--- src/rtl/pin_io_sel_regs.vh ---
`ifndef PIN_IO_SEL_REGS_VH
`define PIN_IO_SEL_REGS_VH
// Register byte addresses
`define ADDR_CTRL_CH2      12'h000
`define ADDR_CTRL_CH3_HIGH 12'h004
`define ADDR_CTRL_CH3_LOW  12'h008
`define ADDR_CH3_MODE      12'h00c
`define ADDR_STATUS        12'h010
// Function field layout
`define FLD_A_HI           7
`define FLD_A_LO           4
`define FLD_B_HI           3
`define FLD_B_LO           0
`define FB_CAPTURE         3
`define FB_INIT            2
`define FB_BOTH            1
`define FB_FALL            0
`define MODE_BUF_A         4
`define FIELD_RESET        4'h0
`define REG8_RESET         8'h00
`define ACT_NONE           2'h0
`define ACT_LOW            2'h1
`define ACT_HIGH           2'h2
`define ACT_TOGGLE         2'h3
`endif

--- src/rtl/timer_pin_io_select_ch2_ch3.v ---
`timescale 1ns/1ps
`include "pin_io_sel_regs.vh"
module timer_pin_io_select_ch2_ch3 #(
  parameter CNT_W = 16
) (
  input  wire             core_clk_i,
  input  wire             rstn_i,
  input  wire             psel,
  input  wire             penable,
  input  wire             pwrite,
  input  wire [11:0]      paddr,
  input  wire [31:0]      pwdata,
  output wire             pready,
  output reg  [31:0]      prdata,
  output wire             pslverr,
  input  wire             ch2_pin_a_i,
  input  wire             ch3_pin_a_i,
  input  wire             ch3_pin_c_i,
  input  wire             ch4_count_i,
  input  wire             ch2_match_a_i,
  input  wire             ch3_match_a_i,
  input  wire             ch3_match_c_i,
  input  wire [CNT_W-1:0] ch2_counter_i,
  input  wire [CNT_W-1:0] ch3_counter_i,
  output wire             ch2_pin_a_o,
  output wire             ch2_pin_a_oe_n_o,
  output wire             ch3_pin_a_o,
  output wire             ch3_pin_a_oe_n_o,
  output wire             ch3_pin_c_o,
  output wire             ch3_pin_c_oe_n_o,
  output wire             ch2_capture_a_o,
  output wire             ch3_capture_a_o,
  output wire             ch3_capture_c_o,
  output wire [CNT_W-1:0] ch2_general_reg_a_o,
  output wire [CNT_W-1:0] ch3_general_reg_a_o,
  output wire [CNT_W-1:0] ch3_general_reg_c_o
);
  reg  [7:0] pin_io_ctrl_ch2;
  reg  [7:0] pin_io_ctrl_ch3_high;
  reg  [7:0] pin_io_ctrl_ch3_low;
  reg  [7:0] ch3_mode_reg;
  reg        wr_ch2;
  reg        wr_ch3h;
  reg        wr_ch3l;
  reg        wr_mode;
  reg        addr_ok;
  wire [2:0] pins_sync;

  // Register selector codes
  localparam SEL_CH2    = 3'h0;
  localparam SEL_CH3H   = 3'h1;
  localparam SEL_CH3L   = 3'h2;
  localparam SEL_MODE   = 3'h3;
  localparam SEL_STATUS = 3'h4;
  localparam SEL_NONE   = 3'h7;

  // Maps a byte address onto a register selector, shared by write and read
  function [2:0] reg_sel;
    input [11:0] addr;
    begin
      if (addr == `ADDR_CTRL_CH2)
        reg_sel = SEL_CH2;
      else if (addr == `ADDR_CTRL_CH3_HIGH)
        reg_sel = SEL_CH3H;
      else if (addr == `ADDR_CTRL_CH3_LOW)
        reg_sel = SEL_CH3L;
      else if (addr == `ADDR_CH3_MODE)
        reg_sel = SEL_MODE;
      else if (addr == `ADDR_STATUS)
        reg_sel = SEL_STATUS;
      else
        reg_sel = SEL_NONE;
    end
  endfunction

  // Function field seen by a unit; a landing write is seen in its own cycle,
  // so the initial pin level comes from the new field, not the old one
  function [3:0] live_field;
    input       wr;
    input [7:0] stored;
    input [7:0] wdata;
    begin
      if (wr)
        live_field = wdata[`FLD_A_HI:`FLD_A_LO];
      else
        live_field = stored[`FLD_A_HI:`FLD_A_LO];
    end
  endfunction

  // Selector and per-register function fields
  wire [2:0] sel           = reg_sel(paddr);
  wire       wr_en         = psel && penable && pwrite;
  wire       buffer_mode_a = ch3_mode_reg[`MODE_BUF_A];
  wire [3:0] fn_ch2_a      = live_field(wr_ch2, pin_io_ctrl_ch2, pwdata[7:0]);
  wire [3:0] fn_ch3_a      = live_field(wr_ch3h, pin_io_ctrl_ch3_high, pwdata[7:0]);
  wire [3:0] fn_ch3_c      = live_field(wr_ch3l, pin_io_ctrl_ch3_low, pwdata[7:0]);
  wire [3:0] fn_ch2_eff    = {fn_ch2_a[3], fn_ch2_a[3] ? 1'b0 : fn_ch2_a[2], fn_ch2_a[1:0]};

  // Zero-wait slave, errors on unmapped addresses
  assign pready  = 1'b1;
  assign pslverr = psel && penable && !addr_ok;

  // Address decode
  always @* begin
    wr_ch2  = 1'b0;
    wr_ch3h = 1'b0;
    wr_ch3l = 1'b0;
    wr_mode = 1'b0;
    addr_ok = 1'b1;
    if (sel == SEL_CH2)
      wr_ch2 = wr_en;
    else if (sel == SEL_CH3H)
      wr_ch3h = wr_en;
    else if (sel == SEL_CH3L)
      wr_ch3l = wr_en;
    else if (sel == SEL_MODE)
      wr_mode = wr_en;
    else if (sel == SEL_STATUS)
      addr_ok = !pwrite;
    else
      addr_ok = 1'b0;
  end

  // Register writes
  always @(posedge core_clk_i) begin
    if (!rstn_i) begin
      pin_io_ctrl_ch2      <= `REG8_RESET;
      pin_io_ctrl_ch3_high <= `REG8_RESET;
      pin_io_ctrl_ch3_low  <= `REG8_RESET;
      ch3_mode_reg         <= `REG8_RESET;
    end else begin
      if (wr_ch2)
        pin_io_ctrl_ch2 <= pwdata[7:0];
      if (wr_ch3h)
        pin_io_ctrl_ch3_high <= pwdata[7:0];
      if (wr_ch3l)
        pin_io_ctrl_ch3_low <= pwdata[7:0];
      if (wr_mode)
        ch3_mode_reg <= pwdata[7:0];
    end
  end

  // Read data register, status shows pin levels and enables
  always @(posedge core_clk_i) begin
    if (!rstn_i)
      prdata <= 32'h0;
    else if (psel && !penable && !pwrite) begin
      if (sel == SEL_CH2)
        prdata <= {24'h0, pin_io_ctrl_ch2};
      else if (sel == SEL_CH3H)
        prdata <= {24'h0, pin_io_ctrl_ch3_high};
      else if (sel == SEL_CH3L)
        prdata <= {24'h0, pin_io_ctrl_ch3_low};
      else if (sel == SEL_MODE)
        prdata <= {24'h0, ch3_mode_reg};
      else if (sel == SEL_STATUS)
        prdata <= {26'h0, !ch3_pin_c_oe_n_o, !ch3_pin_a_oe_n_o, !ch2_pin_a_oe_n_o,
                   ch3_pin_c_o, ch3_pin_a_o, ch2_pin_a_o};
      else
        prdata <= 32'h0;
    end
  end

  // Pin synchronisers
  sync2 #(.W(3)) u_sync (
    .core_clk_i (core_clk_i),
    .rstn_i     (rstn_i),
    .d_i        ({ch3_pin_c_i, ch3_pin_a_i, ch2_pin_a_i}),
    .q_o        (pins_sync)
  );

  // Channel 2 register A, no count-event source
  pin_io_unit #(.CNT_W(CNT_W), .HAS_CH4SRC(0)) u_ch2_a (
    .core_clk_i  (core_clk_i),
    .rstn_i      (rstn_i),
    .func_i      (fn_ch2_eff),
    .inhibit_i   (1'b0),
    .cfg_wr_i    (wr_ch2),
    .pin_sync_i  (pins_sync[0]),
    .ch4_count_i (1'b0),
    .match_i     (ch2_match_a_i),
    .counter_i   (ch2_counter_i),
    .pin_out_o   (ch2_pin_a_o),
    .pin_oe_n_o  (ch2_pin_a_oe_n_o),
    .capture_o   (ch2_capture_a_o),
    .capt_val_o  (ch2_general_reg_a_o)
  );

  // Channel 3 register A
  pin_io_unit #(.CNT_W(CNT_W), .HAS_CH4SRC(1)) u_ch3_a (
    .core_clk_i  (core_clk_i),
    .rstn_i      (rstn_i),
    .func_i      (fn_ch3_a),
    .inhibit_i   (1'b0),
    .cfg_wr_i    (wr_ch3h),
    .pin_sync_i  (pins_sync[1]),
    .ch4_count_i (ch4_count_i),
    .match_i     (ch3_match_a_i),
    .counter_i   (ch3_counter_i),
    .pin_out_o   (ch3_pin_a_o),
    .pin_oe_n_o  (ch3_pin_a_oe_n_o),
    .capture_o   (ch3_capture_a_o),
    .capt_val_o  (ch3_general_reg_a_o)
  );

  // Channel 3 register C, inhibited in buffer mode
  pin_io_unit #(.CNT_W(CNT_W), .HAS_CH4SRC(1)) u_ch3_c (
    .core_clk_i  (core_clk_i),
    .rstn_i      (rstn_i),
    .func_i      (fn_ch3_c),
    .inhibit_i   (buffer_mode_a),
    .cfg_wr_i    (wr_ch3l),
    .pin_sync_i  (pins_sync[2]),
    .ch4_count_i (ch4_count_i),
    .match_i     (ch3_match_c_i),
    .counter_i   (ch3_counter_i),
    .pin_out_o   (ch3_pin_c_o),
    .pin_oe_n_o  (ch3_pin_c_oe_n_o),
    .capture_o   (ch3_capture_c_o),
    .capt_val_o  (ch3_general_reg_c_o)
  );
endmodule // timer_pin_io_select_ch2_ch3

--- src/rtl/pin_io_unit.v ---
`timescale 1ns/1ps
`include "pin_io_sel_regs.vh"
// One general register's pin function: compare output or capture
module pin_io_unit #(
  parameter CNT_W      = 16,
  parameter HAS_CH4SRC = 1
) (
  input  wire             core_clk_i,
  input  wire             rstn_i,
  input  wire [3:0]       func_i,
  input  wire             inhibit_i,
  input  wire             cfg_wr_i,
  input  wire             pin_sync_i,
  input  wire             ch4_count_i,
  input  wire             match_i,
  input  wire [CNT_W-1:0] counter_i,
  output reg              pin_out_o,
  output wire             pin_oe_n_o,
  output reg              capture_o,
  output reg  [CNT_W-1:0] capt_val_o
);
  reg        pin_prev;
  reg        cap_evt;
  wire       is_cap   = func_i[`FB_CAPTURE];
  wire [1:0] act      = func_i[`FB_BOTH:`FB_FALL];
  wire       oc_on    = !inhibit_i && !is_cap && (act != `ACT_NONE);
  wire       rise     = pin_sync_i && !pin_prev;
  wire       fall     = !pin_sync_i && pin_prev;
  // Output enable is low while the pin is driven
  assign pin_oe_n_o = !oc_on;
  // Capture event selection
  always @* begin
    cap_evt = 1'b0;
    if (is_cap && !inhibit_i) begin
      if ((HAS_CH4SRC != 0) && func_i[`FB_INIT])
        cap_evt = ch4_count_i;
      else if (func_i[`FB_BOTH])
        cap_evt = rise || fall;
      else if (func_i[`FB_FALL])
        cap_evt = fall;
      else
        cap_evt = rise;
    end
  end
  // Pin level, edge history and capture register
  always @(posedge core_clk_i) begin
    if (!rstn_i) begin
      pin_prev   <= 1'b0;
      pin_out_o  <= 1'b0;
      capture_o  <= 1'b0;
      capt_val_o <= {CNT_W{1'b0}};
    end else begin
      pin_prev  <= pin_sync_i;
      capture_o <= cap_evt;
      if (cap_evt)
        capt_val_o <= counter_i;
      if (cfg_wr_i && !is_cap)
        pin_out_o <= func_i[`FB_INIT];
      else if (oc_on && match_i) begin
        case (act)
          `ACT_LOW:    pin_out_o <= 1'b0;
          `ACT_HIGH:   pin_out_o <= 1'b1;
          `ACT_TOGGLE: pin_out_o <= !pin_out_o;
          default:     pin_out_o <= pin_out_o;
        endcase
      end
    end
  end
endmodule // pin_io_unit

--- src/rtl/sync2.v ---
`timescale 1ns/1ps
// Two-flop synchroniser for pin inputs
module sync2 #(
  parameter W = 3
) (
  input  wire         core_clk_i,
  input  wire         rstn_i,
  input  wire [W-1:0] d_i,
  output reg  [W-1:0] q_o
);
  reg [W-1:0] meta;
  // First stage feeds only the second
  always @(posedge core_clk_i) begin
    if (!rstn_i) begin
      meta <= {W{1'b0}};
      q_o  <= {W{1'b0}};
    end else begin
      meta <= d_i;
      q_o  <= meta;
    end
  end
endmodule // sync2

--- config.mk ---
export PLATFORM = sky130hd
export DESIGN_NAME = timer_pin_io_select_ch2_ch3
export DESIGN_NICKNAME = d
export VERILOG_FILES = /design/src/rtl/timer_pin_io_select_ch2_ch3.v /design/src/rtl/pin_io_unit.v /design/src/rtl/sync2.v
export VERILOG_INCLUDE_DIRS = /design/src /design/src/rtl
export SDC_FILE = /design/constraint.sdc
export NUM_CORES = 1
export LEC_CHECK = 0
export ABC_AREA = 0
export BUFFER_PORTS_ARGS = -buffer_cell sky130_fd_sc_hd__buf_2
export CORE_MARGIN = 2
export CORE_UTILIZATION = 40
export CTS_BUF_LIST = sky130_fd_sc_hd__clkbuf_8
export DETAILED_ROUTE_END_ITERATION = 8
export PLACE_DENSITY_LB_ADDON = 0.1
export RECOVER_POWER = 100
export SLEW_MARGIN = 25
export SYNTH_ARGS = -nofsm -noshare
export SYNTH_HDL_FRONTEND = slang
export SYNTH_SLANG_ARGS = --single-unit
export TNS_END_PERCENT = 5
--- constraint.sdc ---
create_clock -name core_clk_i -period 3.9 [get_ports core_clk_i]
set_input_delay 0.78 -clock core_clk_i [delete_from_list [all_inputs] [get_ports core_clk_i]]
set_output_delay 0.78 -clock core_clk_i [all_outputs]
set_load 0.1 [all_outputs]
== Word level (Yosys, flattened, before mapping) ==
Index checks and enable logic that the tools add are counted.
Cells by class
  eq/ne operators: 17
  mux-type cells: 49
  reductions and logical operators: 58
Operators with widths (number)
  $mux 1: 33
  $mux 8: 4
  $eq 12x4->1 const B: 2
  $logic_and 1x1->1: 22
  $logic_not 1->1: 19
  $eq 12x3->1 const B: 1
  $eq 12x5->1 const B: 1
  $eq 2x2->1 const B: 6
  $logic_not 12->1: 1
  $mux 3: 4
  $mux 4: 3
  $reduce_bool 2->1: 6
  $reduce_bool 4->1: 3
  $pmux 1 s3: 3
  $eq 2x1->1 const B: 3
  $eq 3x2->1 const B: 2
  $mux 6: 1
  $reduce_and 2->1: 3
  $eq 3x1->1 const B: 1
  $eq 3x3->1 const B: 1
  $logic_not 3->1: 1
  $logic_or 1x1->1: 3
  $mux 2: 1
Word-level totals
  bits in registers: 127
  bits of input ports: 88

== Longest topological paths before layout ==
Gate-level depths: netlist of run 1.
  word-level depth: 19
  depth in mapped cells: 13
  depth with buffers taken out: 12

== By module ==
A second synthesis of run 1 with hierarchy kept.
Second synthesis, totals
  cell total of the unflattened synthesis: 599
  area, all modules: 5119.9 µm²
Modules (own cells, without submodules)
  timer_pin_io_select_ch2_ch3: times used 1, cells each 295, area an instance 2277.2 µm², sequential area each 800.8 µm²
  pin_io_unit at u_ch3_a ...: times used 2, cells each 98, area an instance 898.4 µm², sequential area each 380.4 µm²
  pin_io_unit at u_ch2_a: times used 1, cells each 96, area an instance 888.4 µm², sequential area each 380.4 µm²
  sync2: times used 1, cells each 12, area an instance 157.7 µm², sequential area each 120.1 µm²

== Least setup slack after synthesis of run 1 ==
No wires, ideal clock.
  path type: in2out
  start point: input port paddr[9]
  end point: output port ch3_pin_c_oe_n_o
  data arrival time: 2.956 ns
  data required time: 3.120 ns
  slack: 0.164 ns
  stages on the path: 7
  buffers on the path: 0
  cells stage by stage: nor4_4 nand4_2 nor2_4 mux2i_1 ha_1 nor2_1 nand2_1
Between the ends
  longest elaborated chain between the ends: 15
RTL lines
  start: declaration: RTL line timer_pin_io_select_ch2_ch3.v:11  | input wire [11:0] paddr,
  $eq 12x5->1 (no source line)
  $mux 2: RTL line timer_pin_io_select_ch2_ch3.v:69  | else if (addr == `ADDR_STATUS)
  $mux 3: RTL line timer_pin_io_select_ch2_ch3.v:67  | else if (addr == `ADDR_CH3_MODE)
  $mux 3: RTL line timer_pin_io_select_ch2_ch3.v:65  | else if (addr == `ADDR_CTRL_CH3_LOW)
  $mux 3: RTL line timer_pin_io_select_ch2_ch3.v:63  | else if (addr == `ADDR_CTRL_CH3_HIGH)
  $mux 3 (*): RTL line timer_pin_io_select_ch2_ch3.v:61  | if (addr == `ADDR_CTRL_CH2)
  $eq 3x2->1: RTL line timer_pin_io_select_ch2_ch3.v:114  | else if (sel == SEL_CH3L)
  $mux 1: RTL line timer_pin_io_select_ch2_ch3.v:114
  $mux 1: RTL line timer_pin_io_select_ch2_ch3.v:112  | else if (sel == SEL_CH3H)
  $mux 1 (*): RTL line timer_pin_io_select_ch2_ch3.v:110  | if (sel == SEL_CH2)
  $mux 4 (*): RTL line timer_pin_io_select_ch2_ch3.v:83  | if (wr)
  $logic_not 1->1: RTL line pin_io_unit.v:26  | wire oc_on = !inhibit_i && !is_cap && (act != `ACT_NONE);
  $logic_and 1x1->1: RTL line pin_io_unit.v:26
  $logic_and 1x1->1 (*): RTL line pin_io_unit.v:26
  $logic_not 1->1 (*): RTL line pin_io_unit.v:30  | assign pin_oe_n_o = !oc_on;
  end: declaration: RTL line timer_pin_io_select_ch2_ch3.v:30  | output wire ch3_pin_c_oe_n_o,
Every way passes the cells marked *; elsewhere a longest branch is shown, timed or not.

== Worst setup path in the final report of run 1 ==
  start point: input port paddr[2]
  end point: output port ch2_pin_a_oe_n_o
Between the ends
  longest elaborated chain between the ends: 12
RTL lines
  $eq 12x5->1 (no source line)
  $mux 2: RTL line timer_pin_io_select_ch2_ch3.v:69
  $mux 3: RTL line timer_pin_io_select_ch2_ch3.v:67
  $mux 3: RTL line timer_pin_io_select_ch2_ch3.v:65
  $mux 3: RTL line timer_pin_io_select_ch2_ch3.v:63
  $mux 3 (*): RTL line timer_pin_io_select_ch2_ch3.v:61
  $logic_not 3->1 (*): RTL line timer_pin_io_select_ch2_ch3.v:110
  $mux 1 (*): RTL line timer_pin_io_select_ch2_ch3.v:110
  $mux 4 (*): RTL line timer_pin_io_select_ch2_ch3.v:83
  $reduce_bool 2->1 (no source line) / $logic_not 1->1 (equally long branches)
  $logic_and 1x1->1 (*): RTL line pin_io_unit.v:26
  $logic_not 1->1 (*): RTL line pin_io_unit.v:30
  end: declaration: RTL line timer_pin_io_select_ch2_ch3.v:26  | output wire ch2_pin_a_oe_n_o,
Marks and branches as above.

==> key figures, run 1 <==
Run status
  • Outcome: finished, violations left
  • Failing checks: capacitance limit, slew limit

CTS
  • Root buffer cell: clkbuf_8
  • Clock latency on the worst-skew pair: 390 ps
  • Clock transition at path regs: 110 ps
  • CTS max path bufs: 2
  • Sinks on Clock Net: 103
  • Num CTS Buffers: 9
  • CTS H-Tree Depth: 3
  • CTS tree: built
  • Post-CTS Hold Fix Bufs: 0

STA
  • Worst Hold Slack: 449 ps
  • Fmax: 0.270 GHz
  • Setup TNS: 0 ps
  • Fin crit share: 0.948
  • Fin crit period: 3700 ps
  • Setup-failing EPs final: 0
  • Hold Vio Cnt, Final: 0
  • Relative slew slack: -0.205
  • Slew @ Worst Pin: 1810 ps
  • RSZ-0062 raised after global routing: no
  • Setup ws final: 202 ps
  • Skew final: 12.6 ps
  • Max-slew violation count: 47

Critical path
  • Crit start category: input port
  • Worst Setup SP: paddr[2]
  • Crit. End Element: primary output
  • Reg-to-Reg Start: u_ch2_a.pin_prev$_SDFF_PN0_
  • WP data required: 3120 ps
  • Crit path DAT: 2920 ps
  • Max FO, Critical Path: 12
  • WS Path Type: input port to primary output

Global routing
  • Initial antenna violation count: 0
  • All-Layer GR Usage: 0.191
  • Total global routing overflow: 0
  • First-pass GRT wire length: 22.4 mm
  • Largest net degree at the start of global routing: 52
  • Vias in the first global route: 4569

Yosys
  • Yosys top cell area share: 0.375
  • Post-Syn Area: 5500 sq um
  • Simple-gate area share of the yosys netlist: 0.214
  • Top cells by area, synth: dfxtp_1, mux2i_1, nand2_1
  • Post-Synth XOR/XNOR Area: 0
  • FFs w/ async S/R, synth: 0
  • Syn Inst Count: 621
  • Largest family of logic cells by synthesized area: simple AND/OR/NAND/NOR gates
  • Syn Area/Cell: 8.86 sq um
  • Adder-cell share of the synthesized area: 0.0341
  • Top_reg_cell synth: dfxtp_1
  • Post-synth EDFFs: 0
  • Number of distinct library cells after synthesis: 61
  • #FFs+latches synth: 103
  • Cell taking the most area after synthesis: dfxtp_1
  • Most frequent cell after synthesis: dfxtp_1
  • Compound-Gate Fraction of Synth Area: 0.178
  • Seq/Total Area, Yosys: 0.375
  • Fraction of synthesized area in multiplexers: 0.110
  • Commonest cells in the synthesized netlist: dfxtp_1, nand2_1, mux2i_1
  • Ys Warns: 0

Detailed routing
  • Via count: 4751
  • Vias/cell: 5.25
  • ANT nets after route: 0
  • Drt pass-1 iters: 4
  • WL final: 14.0 mm
  • Wire per inst: 15.5 um
  • DRT iter0 DRCs: 183
  • # DRC: 0

Power
  • Pwr Density: 325 nW/um^2
  • Leak: 2.42 nW
  • Max VDD drop: 0.214 mV

Floorplan
  • Core ar.: 13300 sq um
  • Die height: 121 um
  • Top-Level Pins: 179
  • Die X-Extent: 121 um
  • Initial Util: 0.412
  • Std-Cell Rows: 42
  • DIE AREA: 14700 sq um

Cells and area
  • Layout area overhead: 13.6%
  • Layout cells sized above 1: 0.144
  • Top Registers: u_ch2_a.capt_val_o (16), u_ch3_a.capt_val_o (16), u_ch3_c.capt_val_o (16)
  • Final net count: 827
  • # diodes: 0

Placement
  • Detailed Place HPWL: 9.99 mm
  • Port bufs: 129
  • Worst slack, placed: 217 ps
  • Final GP Congestion: 0.818

Worst hold path
  • Hold Crit Start: u_sync.meta[0]$_SDFF_PN0_
  • Hold WC Path Type: register to register

Job
  • Max_cap viols: 1
-- worst paths after layout --
path	cells after the start	slack [ps]	to
min	1	450	u_sync.q_o[0]$_SDFF_PN0_
max reg2reg	5	1670	u_ch2_a.capt_val_o[0]$_SDFFE_PN0P_
min reg2reg	1	450	u_sync.q_o[0]$_SDFF_PN0_
max	8	200	ch2_pin_a_oe_n_o
-- repair_timing --
item	CTS	global route
gates resized for setup	0	1
endpoints found under the hold margin	0	0
setup endpoints to repair	0	1
buffers inserted	0	0
-- through the flow --
stage          area [sq um]  cells  utilization  total power, mW
6_report               6250    905        0.468             2.03
5_1_grt                6250    905        0.468             2.12
4_1_cts                6390    905        0.479             2.06
3_5_place_dp           6180    889        0.463             1.33
3_3_place_gp           6180    889        0.463             1.33
2_1_floorplan          5590    644            -             1.29
-- layout make-up --
cell class / instances / area (sq um)
clock buffer: 9 / 124
inverter: 15 / 56.3
clock inverter: 7 / 86.3
fill: 1377 / 7100
timing repair buffer: 143 / 668
tap: 176 / 220
sequential: 103 / 2060
multi-input combinational: 452 / 3030
-- layer usage --
metal | part of all wire | GRT usage | vias up
met3 | 0.060 | 0.0522 | 26
met1 | 0.43 | 0.235 | 2230
met5 | 0 | 0 | -
met2 | 0.48 | 0.313 | 139
li1 | - | - | 2356
met4 | 0.028 | 0.0819 | 0
-- logic make-up (layout without fill, tap and decap cells) --
group,count (synthesis),after routing
AOI/OAI and AO/OA,128,128
adders and majority gates,15,15
buffers and inverters,89,174
DFF,103,103
muxes,59,59
other,2,25
and+or+nand+nor,225,225
-- power by group --
group | switching, mW | internal [mW]
clock | 0.412 | 0.311
sequential | 0.00230 | 1.06
combinational | 0.198 | 0.0512
total | 0.613 | 1.42
-- critical path, cell delays in order --
cell and delay (ps):
buf_2 190, nor4_1 500, and4_1 400, mux2_2 370
inv_1 80, ha_1 160, or2_4 140, buf_4 290
-- cell usage in the layout, fill, tap and decap left out, types with 14 or more instances in the layout --
cell type  Yosys  final
a41oi_1       16     16
conb_1         2     25
nor2b_1       44     44
buf_2          7     61
ha_1          15     15
o311ai_0       0     16
nor2_1        25     25
and3_1        19     19
o21ai_0       17     17
o211ai_1      19     19
mux2i_1       55     54
nand2_1       89     89
dfxtp_1      103    103
inv_1         14     14
clkbuf_1      35     67
No activity file was read; power rests on OpenSTA's default activity.
==> run 2, diff against run 1 <==
--- a/config.mk
+++ b/config.mk
@@ -9,7 +9,7 @@
 export ABC_AREA = 0
 export BUFFER_PORTS_ARGS = -buffer_cell sky130_fd_sc_hd__buf_2
 export CORE_MARGIN = 2
-export CORE_UTILIZATION = 40
+export CORE_UTILIZATION = 53
 export CTS_BUF_LIST = sky130_fd_sc_hd__clkbuf_8
 export DETAILED_ROUTE_END_ITERATION = 8
 export PLACE_DENSITY_LB_ADDON = 0.1
==> run 2 against run 1 <==
  * The run now ends clean
  * Worst setup slack better by 7.3 ps
  * Hold slack worse by 6.7 ps
  * Global-route usage is 4.5 points higher
  * Power is 0.19% lower
  * Critical path depth stayed put
  * Combinational power hardly changed
  * Utilization is 14 points higher
  * Design area is 0.72% lower
  * Sequential power hardly changed
  * Sequential cell count stayed put
  * Largest cell class unchanged
  * Largest power group unchanged
  * Highest routed layer unchanged
==> key figures, run 2 (synthesis gave the netlist of run 1 again) <==
Placement
  • Detailed Place HPWL: 9.34 mm
  • Final GP Congestion: 0.856
  • Port bufs: 129
  • Cells after DPL: 848

CTS
  • CTS max path bufs: 2
  • CTS H-Tree Depth: 3
  • Clock transition at path regs: 100 ps
  • CTS resizes: 0
  • Sinks on Clock Net: 103
  • Post-CTS Hold Fix Bufs: 0
  • Root buffer cell: clkbuf_8
  • CTS tree: built
  • Post-CTS Setup Bufs: 0
  • Clock latency on the worst-skew pair: 370 ps
  • Num CTS Buffers: 9

Power
  • Leak: 2.44 nW
  • Pwr Density: 327 nW/um^2
  • Max VDD drop: 0.256 mV

Global routing
  • Initial antenna violation count: 0
  • Vias in the first global route: 4463
  • Largest net degree at the start of global routing: 87
  • First-pass GRT wire length: 21.6 mm
  • Total global routing overflow: 0
  • All-Layer GR Usage: 0.236

STA
  • Hold Vio Cnt, Final: 0
  • Max-slew violation count: 0
  • Skew final: 12.8 ps
  • Slew @ Worst Pin: 1460 ps
  • Setup TNS: 0 ps
  • Relative slew slack: 0.0235
  • RSZ-0062 raised after global routing: no
  • Fin crit period: 3690 ps
  • Fmax: 0.271 GHz
  • Setup-failing EPs final: 0
  • Fin crit share: 0.946

Cells and area
  • Layout cells sized above 1: 0.135
  • Final net count: 826
  • Top Registers: u_ch2_a.capt_val_o (16), u_ch3_a.capt_val_o (16), u_ch3_c.capt_val_o (16)
  • Multi-input gate area: 3010 sq um
  • Commonest non-fill, non-tap cell in the layout: dfxtp_1
  • Fillers: 996
  • # diodes: 0
  • Layout area overhead: 12.8%
  • Register Area: 2060 sq um
  • Most frequent cells in the layout: dfxtp_1, nand2_1, clkbuf_1
  • Non-filler cells, final: 864

Critical path
  • Crit path max-delay family: simple AND/OR/NAND/NOR gates
  • Delay of the slowest critical-path stage: 420 ps
  • Buf/Inv on CP: 2
  • Crit path DAT: 2910 ps
  • Crit. End Element: primary output
  • WP data required: 3120 ps
  • WS Path Type: input port to primary output
  • Max FO, Critical Path: 6
  • Critical path cell sequence: clkbuf_1 -> nor4_4 -> and2_0 -> nand4_1 -> mux2i_1 -> ha_1 -> a211o_1 -> buf_6
  • Critical-path top delay cell: nor4_4
  • Crit start category: input port

Floorplan
  • Die height: 106 um
  • Std-Cell Rows: 37
  • Top-Level Pins: 179
  • DIE AREA: 11200 sq um
  • Initial Util: 0.540
  • Die X-Extent: 106 um
  • Core ar.: 10200 sq um

Job
  • Max_cap viols: 0

Detailed routing
  • Wire per inst: 15.2 um
  • WL final: 13.1 mm
  • # DRC: 0
  • DRT iter0 DRCs: 275
  • Drt pass-1 iters: 5
  • ANT nets after route: 0
  • Via count: 4851
  • Vias/cell: 5.61

Worst hold path
  • Hold WC Path Type: register to register

Run status
  • Outcome: complete, no violations
-- run 2: changes by cell type in the layout (fill, tap and decap cells not counted), sizes merged --
cell | previous run | this run
buf | 74 | 71
clkbuf | 78 | 81
clkinvlp | 1 | 0
-- run 2: final timing paths --
check	from	slack, ps	depth (start not counted)	endpoint
worst max register to register	u_ch3_a.pin_prev$_SDFF_PN0_	1440	7	u_ch3_a.capt_val_o[6]$_SDFFE_PN0P_
worst min-delay path	u_sync.meta[0]$_SDFF_PN0_	440	1	u_sync.q_o[0]$_SDFF_PN0_
worst min register to register	u_sync.meta[0]$_SDFF_PN0_	440	1	u_sync.q_o[0]$_SDFF_PN0_
worst max-delay path	paddr[9]	210	8	ch3_pin_a_oe_n_o
-- run 2: where the power goes --
part / switching (mW) / internal (mW)
clock network: 0.396 / 0.325
logic: 0.197 / 0.0517
registers: 0.00224 / 1.06
total: 0.595 / 1.43
-- run 2: per-stage QoR --
| stage | setup slack [ps] | power, mW | utilization | hold WS, ps | cell area (sq um) |
|---|---|---|---|---|---|
| after floorplan | 164 | 1.29 | - | 412 | 5590 |
| after global placement | 331 | 1.33 | 0.602 | 413 | 6130 |
| after detailed placement | 278 | 1.33 | 0.602 | 422 | 6130 |
| after CTS | 270 | 2.04 | 0.623 | 447 | 6340 |
| after global routing | 53.6 | 2.10 | 0.609 | 473 | 6210 |
| final | 210 | 2.03 | 0.609 | 442 | 6210 |
-- run 2: cell type report --
type,count,share of cell area
repair buffers,142,0.112
multi-input cells,452,0.486
inverters,15,0.00907
well taps,136,0.0274
flip-flops and latches,103,0.332
clock buffers,10,0.0222
clock inverters,6,0.0117
-- run 2: routing by layer --
metal | routed length (um) | up-vias | global-route usage
li1 | - | 2366 | -
met1 | 5620 | 2286 | 0.307
met2 | 6270 | 180 | 0.391
met3 | 945 | 19 | 0.0482
met4 | 264 | 0 | 0.0818
met5 | 0 | - | 0
==> run 3, diff against run 2 <==
--- a/config.mk
+++ b/config.mk
@@ -9,7 +9,7 @@
 export ABC_AREA = 0
 export BUFFER_PORTS_ARGS = -buffer_cell sky130_fd_sc_hd__buf_2
 export CORE_MARGIN = 2
-export CORE_UTILIZATION = 53
+export CORE_UTILIZATION = 29
 export CTS_BUF_LIST = sky130_fd_sc_hd__clkbuf_8
 export DETAILED_ROUTE_END_ITERATION = 8
 export PLACE_DENSITY_LB_ADDON = 0.1
==> run 3 against run 2 <==
  * Critical path type unchanged
  * Sequential share of layout area shrank 0.71 points
  * Final cell count is 12% higher
  * Clock power is 0.8% lower
  * Sequential cell count is the same
  * Utilization shrank 27 points
  * Clock skew about the same
  * Routed wire length grew 18%
  * Critical path depth unchanged
  * Clock-buffer cell count up 1
  * Worst setup slack better by 36 ps
  * Die area rose by 79%
  * The run now ends with capacitance limit, slew limit left
  * Combinational power increased by 2%
  * Critical endpoint is now ch2_pin_a_oe_n_o
==> key figures, run 3 (synthesis gave the netlist of run 1 again) <==
STA
  • Max-slew violation count: 59
  • Skew final: 13.2 ps
  • Worst Hold Slack: 449 ps
  • Setup TNS: 0 ps
  • Fin crit share: 0.937
  • Hold Vio Cnt, Final: 0
  • Fmax: 0.274 GHz
  • Relative slew slack: -0.457
  • Fin crit period: 3650 ps
  • Slew @ Worst Pin: 2190 ps
  • Setup-failing EPs final: 0
  • Setup ws final: 245 ps
  • RSZ-0062 raised after global routing: no

Critical path
  • Delay of the slowest critical-path stage: 430 ps
  • Crit start category: input port
  • Critical-path top delay cell: nor4_1
  • WS Path Type: input port to primary output
  • Critical path cell sequence: buf_2 -> nor4_1 -> and4_1 -> mux2_1 -> inv_2 -> ha_1 -> or2_4 -> buf_4
  • WP data required: 3120 ps
  • Max FO, Critical Path: 12
  • Crit path DAT: 2870 ps
  • Crit. End Element: primary output
  • R2R Setup Slk: 1380 ps

Placement
  • Worst slack, placed: 263 ps
  • Port bufs: 129
  • Final GP Congestion: 0.796
  • Detailed Place HPWL: 10.9 mm

Cells and area
  • Most frequent cells in the layout: dfxtp_1, nand2_1, clkbuf_1
  • Layout area overhead: 15.3%
  • Top Registers: u_ch2_a.capt_val_o (16), u_ch3_a.capt_val_o (16), u_ch3_c.capt_val_o (16)
  • Register Area: 2060 sq um
  • Layout cells sized above 1: 0.139
  • # diodes: 0
  • Multi-input gate area: 3030 sq um
  • Final net count: 831
  • Commonest non-fill, non-tap cell in the layout: dfxtp_1
  • Fillers: 1994

CTS
  • Sinks on Clock Net: 103
  • CTS resizes: 0
  • Post-CTS Hold Fix Bufs: 0
  • CTS H-Tree Depth: 3
  • Clock latency on the worst-skew pair: 380 ps
  • Num CTS Buffers: 9
  • CTS tree: built
  • CTS max path bufs: 2
  • Post-CTS Setup Bufs: 0
  • Root buffer cell: clkbuf_8
  • Clock transition at path regs: 90 ps

Detailed routing
  • Wire per inst: 16.0 um
  • Vias/cell: 4.98
  • DRT met1 WL: 7.32 mm
  • # DRC: 0
  • WL final: 15.4 mm
  • Routed wl met3: 686 um
  • Via count: 4818
  • ANT nets after route: 0
  • Drt pass-1 iters: 4
  • Routed wl met2: 7.07 mm
  • Top Metal Used: met4
  • DRT iter0 DRCs: 254

Global routing
  • First-pass GRT wire length: 24.2 mm
  • All-Layer GR Usage: 0.152
  • Total global routing overflow: 0
  • Vias in the first global route: 4458
  • Initial antenna violation count: 0
  • Largest net degree at the start of global routing: 81

Worst hold path
  • Hold WC Path Type: register to register

Floorplan
  • DIE AREA: 20100 sq um
  • Initial Util: 0.295
  • Core ar.: 18600 sq um
  • Top-Level Pins: 179
  • Die height: 142 um
  • Std-Cell Rows: 50
  • Die X-Extent: 142 um

Run status
  • Failing checks: capacitance limit, slew limit
  • Outcome: finished, violations left

Power
  • Pwr Total: 2.03 mW
  • Leak: 2.44 nW
  • Max VDD drop: 0.147 mV
  • Pwr Density: 320 nW/um^2

Job
  • Max_cap viols: 1
[run 3: power by group]
part,switching [mW],leakage (nW),internal [mW]
registers,0.00252,0.831,1.06
clock network,0.384,0.103,0.331
logic,0.203,1.51,0.0518
total,0.589,2.44,1.44
[run 3: worst paths after layout]
| path | from | to | cells after the start |
|---|---|---|---|
| worst max-delay path | paddr[2] | ch2_pin_a_oe_n_o | 8 |
| worst min-delay path | u_sync.meta[2]$_SDFF_PN0_ | u_sync.q_o[2]$_SDFF_PN0_ | 1 |
| worst max register to register | pin_io_ctrl_ch2[5]$_SDFFE_PN0P_ | u_ch2_a.capt_val_o[13]$_SDFFE_PN0P_ | 5 |
| worst min register to register | u_sync.meta[2]$_SDFF_PN0_ | u_sync.q_o[2]$_SDFF_PN0_ | 1 |
[run 3: stage by stage]
stage | utilization | area (sq um) | std cells
2_1_floorplan | - | 5590 | 644
4_1_cts | 0.348 | 6490 | 967
3_3_place_gp | 0.337 | 6280 | 951
3_5_place_dp | 0.337 | 6280 | 951
6_report | 0.340 | 6340 | 967
5_1_grt | 0.340 | 6340 | 967
[run 3: layer usage]
layer,vias up,global-route usage
met4,0,0.0658
met1,2298,0.207
li1,2369,-
met5,-,0
met3,22,0.0260
met2,129,0.239
[run 3: layout make-up]
class                           count  area share
Clock buffer                       11      0.0239
Clock inverter                      5     0.00908
Inverter                           15     0.00888
Multi-Input combinational cell    452       0.478
Sequential cell                   103       0.325
Tap cell                          234      0.0462
Timing Repair Buffer              147       0.109
[run 3: critical path, delay by kind of cell]
kind	cells	cell delay (ps)
buf+inv	3	580
fa+ha+maj	1	170
simple gates	3	930
mux	1	410
